## src/rt_sacw_consts.vh

```
// Constants for the subaddress control word register bank
`ifndef RT_SACW_CONSTS_VH
`define RT_SACW_CONSTS_VH

// Register offsets
`define SACW_OFS 8'h04
`define BUF_CFG_OFS 8'h10
`define IRQ_STAT_OFS 8'h14
`define IRQ_CLR_OFS 8'h18
`define IRQ_EN_OFS 8'h1c

// Control word field positions (word bit numbers)
`define CTRL_LSB 8
`define GLOBAL_SEL_BIT 15
`define TX_EOM_BIT 14
`define TX_ROLL_BIT 13
`define TX_SIZE_HI 12
`define TX_SIZE_LO 10
`define RX_EOM_BIT 9
`define RX_ROLL_BIT 8

// Buffer configuration register bits
`define CFG_ENH_MODE_BIT 0
`define CFG_ENH_BUF_BIT 1
`define CFG_DOUBLE_BUFFER_ENABLE_BIT 2
`define CFG_CIRC_BIT 3

// Interrupt status, clear and enable bits
`define IRQ_TX_EOM_BIT 0
`define IRQ_TX_ROLL_BIT 1
`define IRQ_RX_EOM_BIT 2
`define IRQ_RX_ROLL_BIT 3

// Reset values
`define SACW_RST 8'h00
`define BUF_CFG_RST 4'h0
`define IRQ_EN_RST 4'h0
`define IRQ_STAT_RST 4'h0

// Circular buffer sizing
`define CIRC_BASE_WORDS 14'h0080
`define SIZE_SINGLE 3'h0
`define SIZE_GLOBAL_CIRC 3'h7

// Receive buffering modes
`define RX_MODE_SINGLE 2'h0
`define RX_MODE_DOUBLE 2'h1
`define RX_MODE_CIRC 2'h2

`endif

```

## src/buf_size_decode.v

```verilog
// Decoder from a three-bit buffer size field to buffer kind and length
`timescale 1ns/10ps
`include "rt_sacw_consts.vh"

module buf_size_decode (
	// Size field
	input wire [2:0] size_field,
	// Decoded buffer
	output reg circular,
	output reg [13:0] words
);

	// Code one gives 128 words and each higher code doubles the circular length
	always @* begin
		circular = (size_field != `SIZE_SINGLE);
		if (size_field == `SIZE_SINGLE) begin
			words = 14'h0000;
		end else begin
			words = `CIRC_BASE_WORDS << (size_field - 3'h1);
		end
	end

endmodule // buf_size_decode

```

## src/rt_subaddr_buffer_control.v

```verilog
// Subaddress control word register, buffer mode decode and event requests
//
// Local design decision: the strobed register port.
`timescale 1ns/10ps
`include "rt_sacw_consts.vh"

module rt_subaddr_buffer_control #(
	parameter ADDR_W = 8
) (
	// Clock and reset
	input wire ref_clk,
	input wire rst_n,
	// Host register port
	input wire [ADDR_W-1:0] reg_addr,
	input wire [15:0] reg_wdata,
	input wire reg_wr,
	input wire reg_rd,
	output reg [15:0] reg_rdata_q,
	// Message engine: terminal state and lookup table load
	input wire rt_active,
	input wire lut_load,
	input wire [15:0] lut_word,
	// Receive size field from the low half of the control word
	input wire [2:0] rx_size_field,
	// Message engine events
	input wire msg_done,
	input wire msg_is_tx,
	input wire buf_rollover,
	input wire rollover_is_tx,
	// Decoded transmit buffering
	output reg tx_circular_q,
	output reg [13:0] tx_circ_words_q,
	// Decoded receive buffering
	output reg [1:0] rx_mode_q,
	output reg rx_global_q,
	output reg [13:0] rx_circ_words_q,
	// Interrupt
	output reg irq_q
);

	// Stored upper half of the control word
	reg [7:0] ctrl_q;
	reg [7:0] ctrl_d;
	// Buffer configuration bits
	reg [3:0] cfg_q;
	reg [3:0] cfg_d;
	// Interrupt status and enable
	reg [3:0] irq_stat_q;
	reg [3:0] irq_stat_d;
	reg [3:0] irq_en_q;
	reg [3:0] irq_en_d;

	// Address decode strobes
	wire hit_sacw;
	wire hit_cfg;
	wire hit_stat;
	wire hit_clr;
	wire hit_en;

	// Field views of the control word
	wire global_buffering_select;
	wire tx_end_message_irq_enable;
	wire tx_rollover_irq_enable;
	wire [2:0] tx_buffer_size_field;
	wire rx_end_message_irq_enable;
	wire rx_rollover_irq_enable;

	// Field views of the configuration register
	wire enhanced_mode;
	wire enhanced_terminal_buffering_enable;
	wire double_buffer_enable;
	wire circular_buffer_enable;

	// Qualified event requests
	reg [3:0] evt_req;

	// Decoder results
	wire tx_circ_dec;
	wire [13:0] tx_words_dec;
	wire rx_circ_dec;
	wire [13:0] rx_words_dec;

	// Next values of decoded outputs
	reg [1:0] rx_mode_d;
	reg rx_global_d;
	reg [13:0] rx_words_d;
	reg [15:0] rdata_d;
	wire [3:0] clr_bits;
	wire per_sa_ok;

	// Address decode; unmapped addresses read zero and ignore writes
	assign hit_sacw = (reg_addr == `SACW_OFS);
	assign hit_cfg = (reg_addr == `BUF_CFG_OFS);
	assign hit_stat = (reg_addr == `IRQ_STAT_OFS);
	assign hit_clr = (reg_addr == `IRQ_CLR_OFS);
	assign hit_en = (reg_addr == `IRQ_EN_OFS);

	// Control word field extraction
	assign global_buffering_select =
		ctrl_q[`GLOBAL_SEL_BIT-`CTRL_LSB];
	assign tx_end_message_irq_enable = ctrl_q[`TX_EOM_BIT-`CTRL_LSB];
	assign tx_rollover_irq_enable = ctrl_q[`TX_ROLL_BIT-`CTRL_LSB];
	assign tx_buffer_size_field =
		ctrl_q[`TX_SIZE_HI-`CTRL_LSB:`TX_SIZE_LO-`CTRL_LSB];
	assign rx_end_message_irq_enable = ctrl_q[`RX_EOM_BIT-`CTRL_LSB];
	assign rx_rollover_irq_enable = ctrl_q[`RX_ROLL_BIT-`CTRL_LSB];

	// Configuration field extraction
	assign enhanced_mode = cfg_q[`CFG_ENH_MODE_BIT];
	assign enhanced_terminal_buffering_enable = cfg_q[`CFG_ENH_BUF_BIT];
	assign double_buffer_enable = cfg_q[`CFG_DOUBLE_BUFFER_ENABLE_BIT];
	assign circular_buffer_enable = cfg_q[`CFG_CIRC_BIT];

	// Control word update
	always @* begin
		ctrl_d = ctrl_q;
		if (rt_active) begin
			if (lut_load) begin
				ctrl_d = lut_word[15:`CTRL_LSB];
			end
		end else if (reg_wr && hit_sacw) begin
			ctrl_d = reg_wdata[15:`CTRL_LSB];
		end
	end

	// Configuration and enable writes; these are host-owned at all times
	always @* begin
		cfg_d = cfg_q;
		irq_en_d = irq_en_q;
		if (reg_wr && hit_cfg) begin
			cfg_d = reg_wdata[3:0];
		end
		if (reg_wr && hit_en) begin
			irq_en_d = reg_wdata[3:0];
		end
	end

	// Qualify each event by its own enable bit only
	always @* begin
		evt_req = 4'h0;
		evt_req[`IRQ_TX_EOM_BIT] =
			msg_done & msg_is_tx & tx_end_message_irq_enable;
		evt_req[`IRQ_TX_ROLL_BIT] =
			buf_rollover & rollover_is_tx & tx_rollover_irq_enable;
		evt_req[`IRQ_RX_EOM_BIT] =
			msg_done & ~msg_is_tx & rx_end_message_irq_enable;
		evt_req[`IRQ_RX_ROLL_BIT] =
			buf_rollover & ~rollover_is_tx & rx_rollover_irq_enable;
	end

	// Clear strobe bits from the write-only clear register
	assign clr_bits = (reg_wr && hit_clr) ? reg_wdata[3:0] : 4'h0;

	// requests into pending bits
	// A request arriving with its clear keeps the bit set, so none is lost
	always @* begin
		irq_stat_d = (irq_stat_q & ~clr_bits) | evt_req;
	end

	// Transmit decode of the size field
	buf_size_decode u_tx_dec (
		.size_field(tx_buffer_size_field),
		.circular(tx_circ_dec),
		.words(tx_words_dec)
	);

	// Receive decode of the size field from the low half
	buf_size_decode u_rx_dec (
		.size_field(rx_size_field),
		.circular(rx_circ_dec),
		.words(rx_words_dec)
	);

	// Per-subaddress buffering needs both enhanced controls
	assign per_sa_ok = enhanced_mode & enhanced_terminal_buffering_enable;

	// Receive buffering mode selection
	always @* begin
		rx_mode_d = `RX_MODE_SINGLE;
		rx_global_d = global_buffering_select;
		rx_words_d = 14'h0000;
		if (global_buffering_select) begin
			if (rx_size_field == `SIZE_SINGLE) begin
				rx_mode_d = `RX_MODE_DOUBLE;
			end else if (rx_size_field == `SIZE_GLOBAL_CIRC) begin
				// Length comes from another configuration register
				rx_mode_d = `RX_MODE_CIRC;
			end else begin
				rx_mode_d = `RX_MODE_SINGLE;
			end
		end else if (per_sa_ok) begin
			if (rx_circ_dec) begin
				if (circular_buffer_enable) begin
					rx_mode_d = `RX_MODE_CIRC;
					rx_words_d = rx_words_dec;
				end
			end else if (double_buffer_enable) begin
				rx_mode_d = `RX_MODE_DOUBLE;
			end
		end
	end

	// Read mux; data is valid only in the cycle after the strobe
	always @* begin
		rdata_d = 16'h0000;
		if (reg_rd) begin
			if (hit_sacw) begin
				rdata_d = {ctrl_q, 8'h00};
			end else if (hit_cfg) begin
				rdata_d = {12'h000, cfg_q};
			end else if (hit_stat) begin
				rdata_d = {12'h000, irq_stat_q};
			end else if (hit_en) begin
				rdata_d = {12'h000, irq_en_q};
			end else begin
				rdata_d = 16'h0000;
			end
		end
	end

	// Register state
	always @(posedge ref_clk) begin
		if (!rst_n) begin
			ctrl_q <= `SACW_RST;
			cfg_q <= `BUF_CFG_RST;
			irq_stat_q <= `IRQ_STAT_RST;
			irq_en_q <= `IRQ_EN_RST;
		end else begin
			ctrl_q <= ctrl_d;
			cfg_q <= cfg_d;
			irq_stat_q <= irq_stat_d;
			irq_en_q <= irq_en_d;
		end
	end

	// Registered outputs; decode lags the stored word by one cycle
	always @(posedge ref_clk) begin
		if (!rst_n) begin
			reg_rdata_q <= 16'h0000;
			tx_circular_q <= 1'b0;
			tx_circ_words_q <= 14'h0000;
			rx_mode_q <= `RX_MODE_SINGLE;
			rx_global_q <= 1'b0;
			rx_circ_words_q <= 14'h0000;
			irq_q <= 1'b0;
		end else begin
			reg_rdata_q <= rdata_d;
			tx_circular_q <= tx_circ_dec;
			tx_circ_words_q <= tx_words_dec;
			rx_mode_q <= rx_mode_d;
			rx_global_q <= rx_global_d;
			rx_circ_words_q <= rx_words_d;
			// Level output from current pending and enable bits
			irq_q <= |(irq_stat_q & irq_en_q);
		end
	end

endmodule // rt_subaddr_buffer_control

```

## config.mk

```make
export PLATFORM = sky130hd
export DESIGN_NAME = rt_subaddr_buffer_control
export DESIGN_NICKNAME = d
export VERILOG_FILES = /design/src/buf_size_decode.v /design/src/rt_subaddr_buffer_control.v
export VERILOG_INCLUDE_DIRS = /design/src
export SDC_FILE = /design/constraint.sdc
export NUM_CORES = 1
export LEC_CHECK = 0
export BUFFER_PORTS_ARGS = -buffer_cell sky130_fd_sc_hd__buf_2
export CORE_AREA = 2 2 74 76
export CTS_CLUSTER_DIAMETER = 80
export DETAILED_ROUTE_END_ITERATION = 12
export DIE_AREA = 0 0 76 78
export PLACE_DENSITY = 0.9
export SLEW_MARGIN = 10
export SYNTH_ARGS = -nofsm -noshare
export SYNTH_HDL_FRONTEND = slang
export SYNTH_HIERARCHICAL = 1
export SYNTH_SLANG_ARGS = --single-unit
```

## constraint.sdc

```tcl
create_clock -name ref_clk -period 2.1 [get_ports ref_clk]
set_clock_uncertainty 0.05 [all_clocks]
set_input_delay 0.315 -clock ref_clk [delete_from_list [all_inputs] [get_ports ref_clk]]
set_output_delay 0.315 -clock ref_clk [all_outputs]
set_load 0.1 [all_outputs]
```

# ---- Yosys cells after proc, flatten, opt, wreduce, memory -nomap -nowiden
# Cells that the tools add are included.
dict set report op_classes {
  n_addsub 2
  n_eq_ne 7
  shifts 2
  muxes 15
  bitwise_logic 20
  n_reduce_logical 16
}
# operator count
set op_table {}
lappend op_table {{equality test 8 x 5 -> 1 bit (second input constant)} 4}
lappend op_table {{left shift 8 x 3 -> 14 bit (first input constant)} 2}
lappend op_table {{two-way mux 8 bit} 3}
lappend op_table {{two-way mux 16 bit} 1}
lappend op_table {{two-way mux 4 bit} 4}
lappend op_table {{two-way mux 2 bit} 6}
lappend op_table {{bitwise AND 1 bit} 9}
lappend op_table {{bitwise AND 4 bit} 2}
lappend op_table {{equality test 8 x 3 -> 1 bit (second input constant)} 1}
lappend op_table {{NOT 1 bit} 7}
lappend op_table {{zero test 3 bit} 2}
lappend op_table {{nonzero test 3 bit} 2}
lappend op_table {{OR reduction 6 bit} 1}
lappend op_table {{subtractor 3 x 1 -> 3 bit (second input constant)} 2}
lappend op_table {{OR reduction 5 bit} 1}
lappend op_table {{logical AND 1 bit} 4}
lappend op_table {{NOT 4 bit} 1}
lappend op_table {{bitwise OR 4 bit} 1}
lappend op_table {{AND reduction 2 bit} 2}
lappend op_table {{OR reduction 4 bit} 1}
lappend op_table {{equality test 3 bit (second input constant)} 1}
lappend op_table {{OR reduction 3 bit} 1}
lappend op_table {{inequality test 2 x 1 -> 1 bit (second input constant)} 1}
lappend op_table {{nonzero test 2 bit} 1}
lappend op_table {{2 further kinds} 2}
dict set report totals {
  regBits 69
  inputBits 53
  wordCells 75
}

# ---- Depth between registers and ports, before layout
dict set report logic_depth {
  depth_word 6
  ltp_mapped 6
  depth_no_buf 4
}

# ---- Hierarchy
# The synthesis kept the hierarchy.
# mod instances cells_per_inst area_per_inst_um2 seq_area_each_um2
set by_module_without_submodules {}
lappend by_module_without_submodules {rt_subaddr_buffer_control 1 233 2314.7 1301.2}
lappend by_module_without_submodules {buf_size_decode 2 16 122.6 0.0}

# ---- Worst setup path before layout
# Ideal clock, no wire load.
dict set report synth_path {
  path_kind {input-to-reg}
  startpoint {input port reg_addr[0]}
  endpoint {register reg_rdata_q[10]}
  setup_ps 59
  arrival_ps 1332
  slack_ps 658
  stages 4
  path_cell_list {or4_4 nor3_2 and3_4 and2_1}
}
dict set report synth_via {
  elab_chain_cells 2
}
# item line_no
set synth_lines {}
lappend synth_lines {{start, declared} rt_subaddr_buffer_control.v:14} ;# input wire [ADDR_W-1:0] reg_addr,
lappend synth_lines {{equality test 8 x 3 -> 1 bit (no line)} --}
lappend synth_lines {{two-way mux 16 bit} rt_subaddr_buffer_control.v:207} ;# if (hit_sacw) begin
lappend synth_lines {{end signal, assigned} rt_subaddr_buffer_control.v:247} ;# reg_rdata_q <= rdata_d;
lappend synth_lines {{end, declared} rt_subaddr_buffer_control.v:18} ;# output reg [15:0] reg_rdata_q,
# No other way between the ends.
# A chain may end at the register's enable or synchronous reset.

# ---- Final worst setup path
dict set report layout_path {
  startpoint {register cfg_q[0]}
  endpoint {register rx_circ_words_q[7]}
}
dict set report layout_via {
  elab_chain_cells 3
}
# item line_no
set layout_lines {}
lappend layout_lines {{start, declared} rt_subaddr_buffer_control.v:45} ;# reg [3:0] cfg_q;
lappend layout_lines {{start signal, assigned} rt_subaddr_buffer_control.v:225} ;# cfg_q <= `BUF_CFG_RST;
lappend layout_lines {{start signal, assigned} rt_subaddr_buffer_control.v:230} ;# cfg_q <= cfg_d;
lappend layout_lines {{bitwise AND 1 bit} rt_subaddr_buffer_control.v:175} ;# assign per_sa_ok = enhanced_mode & enhanced_terminal_buffering_enable;
lappend layout_lines {{NOT 1 bit (no line)} --}
lappend layout_lines {{OR reduction 6 bit (no line)} --}
lappend layout_lines {{end signal, assigned} rt_subaddr_buffer_control.v:252} ;# rx_circ_words_q <= rx_words_d;
lappend layout_lines {{end, declared} rt_subaddr_buffer_control.v:36} ;# output reg [13:0] rx_circ_words_q,
# No other way between the ends.

==> out/results.txt <==
In the finished design, the share of the clock period the worst path needs comes to 72.9%. The count of inserted antenna diode cells is 0. The tools report the routed length on met1 as 2320 µm.

The minimum setup slack among reg-to-reg paths came out at 0.57 ns. STA puts the critical path data required time at 2.32 ns. The number of buffers inserted by post-CTS setup repair was 0. Cell at the root of the clock tree: clkbuf_8. The first global-routing pass estimated 9230 µm of wire. Derived from the worst setup path, the maximum achievable clock frequency is 654 MHz.

The end of the worst register-to-register path is rx_circ_words_q[7]. The post-synthesis to final-layout area growth was 23.6%. Clock tree synthesis found a total of 65 sinks.

The worst pin sits at a relative slew slack of 52.5%. A synthesized cell averages 9.66 µm². For the worst setup path, the data arrival time is 1.75 ns.

TritonCTS created 9 clock buffers. For the number of antenna violations at the first check in global routing, the log shows 0. The number of levels the H-tree was split into was 3; the count of vias placed by the detailed router was 2119.

The die covers 5930 µm². The type of the worst min-delay path was primary input to flop. Minimum setup slack in the final design: 0.570 ns. The number of input and output port buffers inserted came out at 85. For this block, the routed nets add up to 5520 µm of wire. Fill cells in the final layout number 425.

Timing analysis after detailed placement gives a worst setup slack of 0.428 ns. Clock-pin slew was measured on the worst setup and hold paths at 0.07 ns. The number of cells on the worst reg-to-reg path is 4. The width of the die came out at 76 µm. Endpoint class of the critical path: a flop. The residual overflow from global routing was 0; the delay of the slowest cell on the worst path was 0.55 ns. In the synthesized netlist, the cells that appear most often are dfxtp_1 (65), and2_1 (40), nand2_1 (19). Cells with a size suffix above 1 make up 33.4% of the layout. The flow ran to the end, and the final reports show no timing, DRC or antenna violations. Dividing the detail-routed via count by the number of cells gives 5.01. Setup repair after global routing left no endpoint under its margin. Setup total negative slack on the finished layout was measured at 0 ns. The synthesized instance count is 265. The worst-case clock buffer depth came out at 2. After detailed routing, the met3 layer carries 405 µm of wire.

The signal on the critical path passes through nor2b_1 > nand3_1 > nor2_1 > and2_1. The worst setup path is of the flop to flop kind. For this run, the share of the core covered by cells in the final layout is 62.8%. The completed layout was analyzed and its total power is 2650 µW. For the pin with the worst max-slew slack, the measured transition is 0.710 ns.

From bottom edge to top edge, the die measures 78 µm. The pre-antenna-repair detailed-routing pass consisted of 4 iterations. The most instantiated flip-flop cell in the synthesis netlist was dfxtp_1. TritonCTS built the clock tree. Summed over its instances, the top area cell type makes up 50.8% of the synthesized netlist area.

The total of warnings raised by yosys was 6. 102 I/O pins were placed. After floorplanning, the core was sized to cover 5040 µm².

The final critical-path required period works out to 1.53 ns. The floorplan has 26 rows. Source of the worst hold timing path: reg_wdata[0].

The register area was 1300 µm². Summed over all nets, wire length on met2 after detailed routing comes to 2680 µm. The worst reg2reg path startpoint was cfg_q[0]. For the area of the multi-input gates, the log shows 1120 µm². For this configuration, the core starts out at a cell density of 50.8%. Once the clock tree was built, the resizer swapped 0 gates to a different size.

The final routed DRC violation total was 0. Buffers inserted to repair hold after CTS numbered 0. The max-slew violation count is 0, and the share of async-settable or async-resettable flops after synthesis is 0%. The tools report the post-detailed-route count of antenna-violating nets as 0.

Number of global-route vias before repair: 2061. In the post-synthesis netlist, the biggest area contributors are dfxtp_1 (51%), and2_1 (9.8%), buf_4 (5.3%), a22oi_1 (4.1%), nand2_1 (2.8%). The number of hold-slack violations in the final timing report is 0. The most frequent cell after synthesis is dfxtp_1. The tools report the clock insertion delay at the later pin of the skew report as 0.34 ns. Setup violations remaining at the end of the flow were counted as 0. The worst setup path is launched from a flop.

Global routing used 19.6% of the available tracks. In this run the top signal layer used is met4. The worst hold path depth was 2.

Per-cell routed wire length: 13.0 µm. For hold timing, the worst endpoint is irq_stat_q[0]. The logs give 3990 µm for the HPWL after detailed placement and 2560 µm² for the total standard cell area after synthesis. Worst IR drop on VDD: 0.427 mV.

In this run the power density over the cells is 838 nW/µm². Max capacitance violation total: 0. Along the worst path, the maximum fanout reaches 15. Summed over all instances, the cell type with the most area after synthesis is dfxtp_1. The net count reported at finish was 402; the share of synthesized area occupied by flip-flops and latches was 50.8%. The synthesized design contains 65 register bits. The number of enable flip-flop cells after synthesis is 0.

After the first detailed-routing iteration, the DRC count stood at 92. The final weighted congestion in routability-driven placement was 0.817. Yosys mapped the design onto 35 distinct sky130hd cell types. The critical-path cell with the highest stage delay is nor2_1. The tools report the largest net degree at the start of global routing as 22. Cell leakage power: 0.00151 µW.
==> cell type report <==
type | instances | share of cell area [%]
clock buffers | 12 | 4.90
clock inverters | 3 | 1.27
inverters | 3 | 0.356
multi-input cells | 182 | 35.4
flip-flops and latches | 65 | 41.1
well taps | 70 | 2.77
repair buffers | 88 | 14.2
==> power breakdown <==
part	internal (µW)	total (µW)	switching (µW)
Combinational	87.4	314	227
Sequential	1270	1300	30.0
Clock	603	1040	440
Total	1960	2650	697
==> cells in the final DEF, fill, tap and decap left out, drive strengths merged, types with 10 or more instances in the layout <==
cell	count
a22oi	14
dfxtp	65
nand3	14
and2	40
nor2	10
buf	88
conb	18
clkbuf	12
nand2	19
==> stage by stage <==
step	instances	instance area [µm²]	hold slack [ns]
after CTS	423	3160	0.124
final	423	3160	0.130
after floorplan	280	2620	0.366
after detailed placement	408	2970	0.423
after global routing	423	3160	0.122
after global placement	408	2970	0.406
==> layer usage <==
| metal | global-route usage (%) | vias up |
|---|---|---|
| li1 | - | 1047 |
| met1 | 23.1 | 974 |
| met2 | 32.9 | 86 |
| met3 | 4.42 | 12 |
| met4 | 11.5 | 0 |
| met5 | 0 | - |
==> worst max-delay path by stage <==
stage / cells after the start / end / slack [ns] / start
2_1_floorplan: 4 / reg_rdata_q[10] / 0.66 / reg_addr[0]
3_3_place_gp: 5 / reg_rdata_q[12] / 0.45 / reg_addr[0]
3_5_place_dp: 5 / reg_rdata_q[14] / 0.43 / reg_addr[0]
4_1_cts: 4 / rx_circ_words_q[7] / 0.54 / cfg_q[0]
5_1_grt: 4 / rx_circ_words_q[7] / 0.29 / cfg_q[0]
6_report: 4 / rx_circ_words_q[7] / 0.57 / cfg_q[0]
==> critical path: cells and delay by family, from the launching register on <==
family,cells,cell delay (ns)
simple gates,4,1.06
flops,1,0.35
==> kinds of logic after synthesis <==
logic type | share of synthesized area [%]
AND/OR/NAND/NOR | 27.6
flip-flops | 50.8
AO/OA/AOI/OAI | 10.3
buffers and inverters | 7.58
multiplexers | 3.32
other | 0.440
==> state kept, by name, indices dropped and copies added (netlist names) <==
register,count
irq_en_q,4
reg_rdata_q,12
rx_global_q,1
tx_circ_words_q,14
rx_mode_q,2
irq_stat_q,4
ctrl_q,8
tx_circular_q,1
irq_q,1
cfg_q,4
rx_circ_words_q,14
Note: power is estimated with default switching activity, not from simulation.
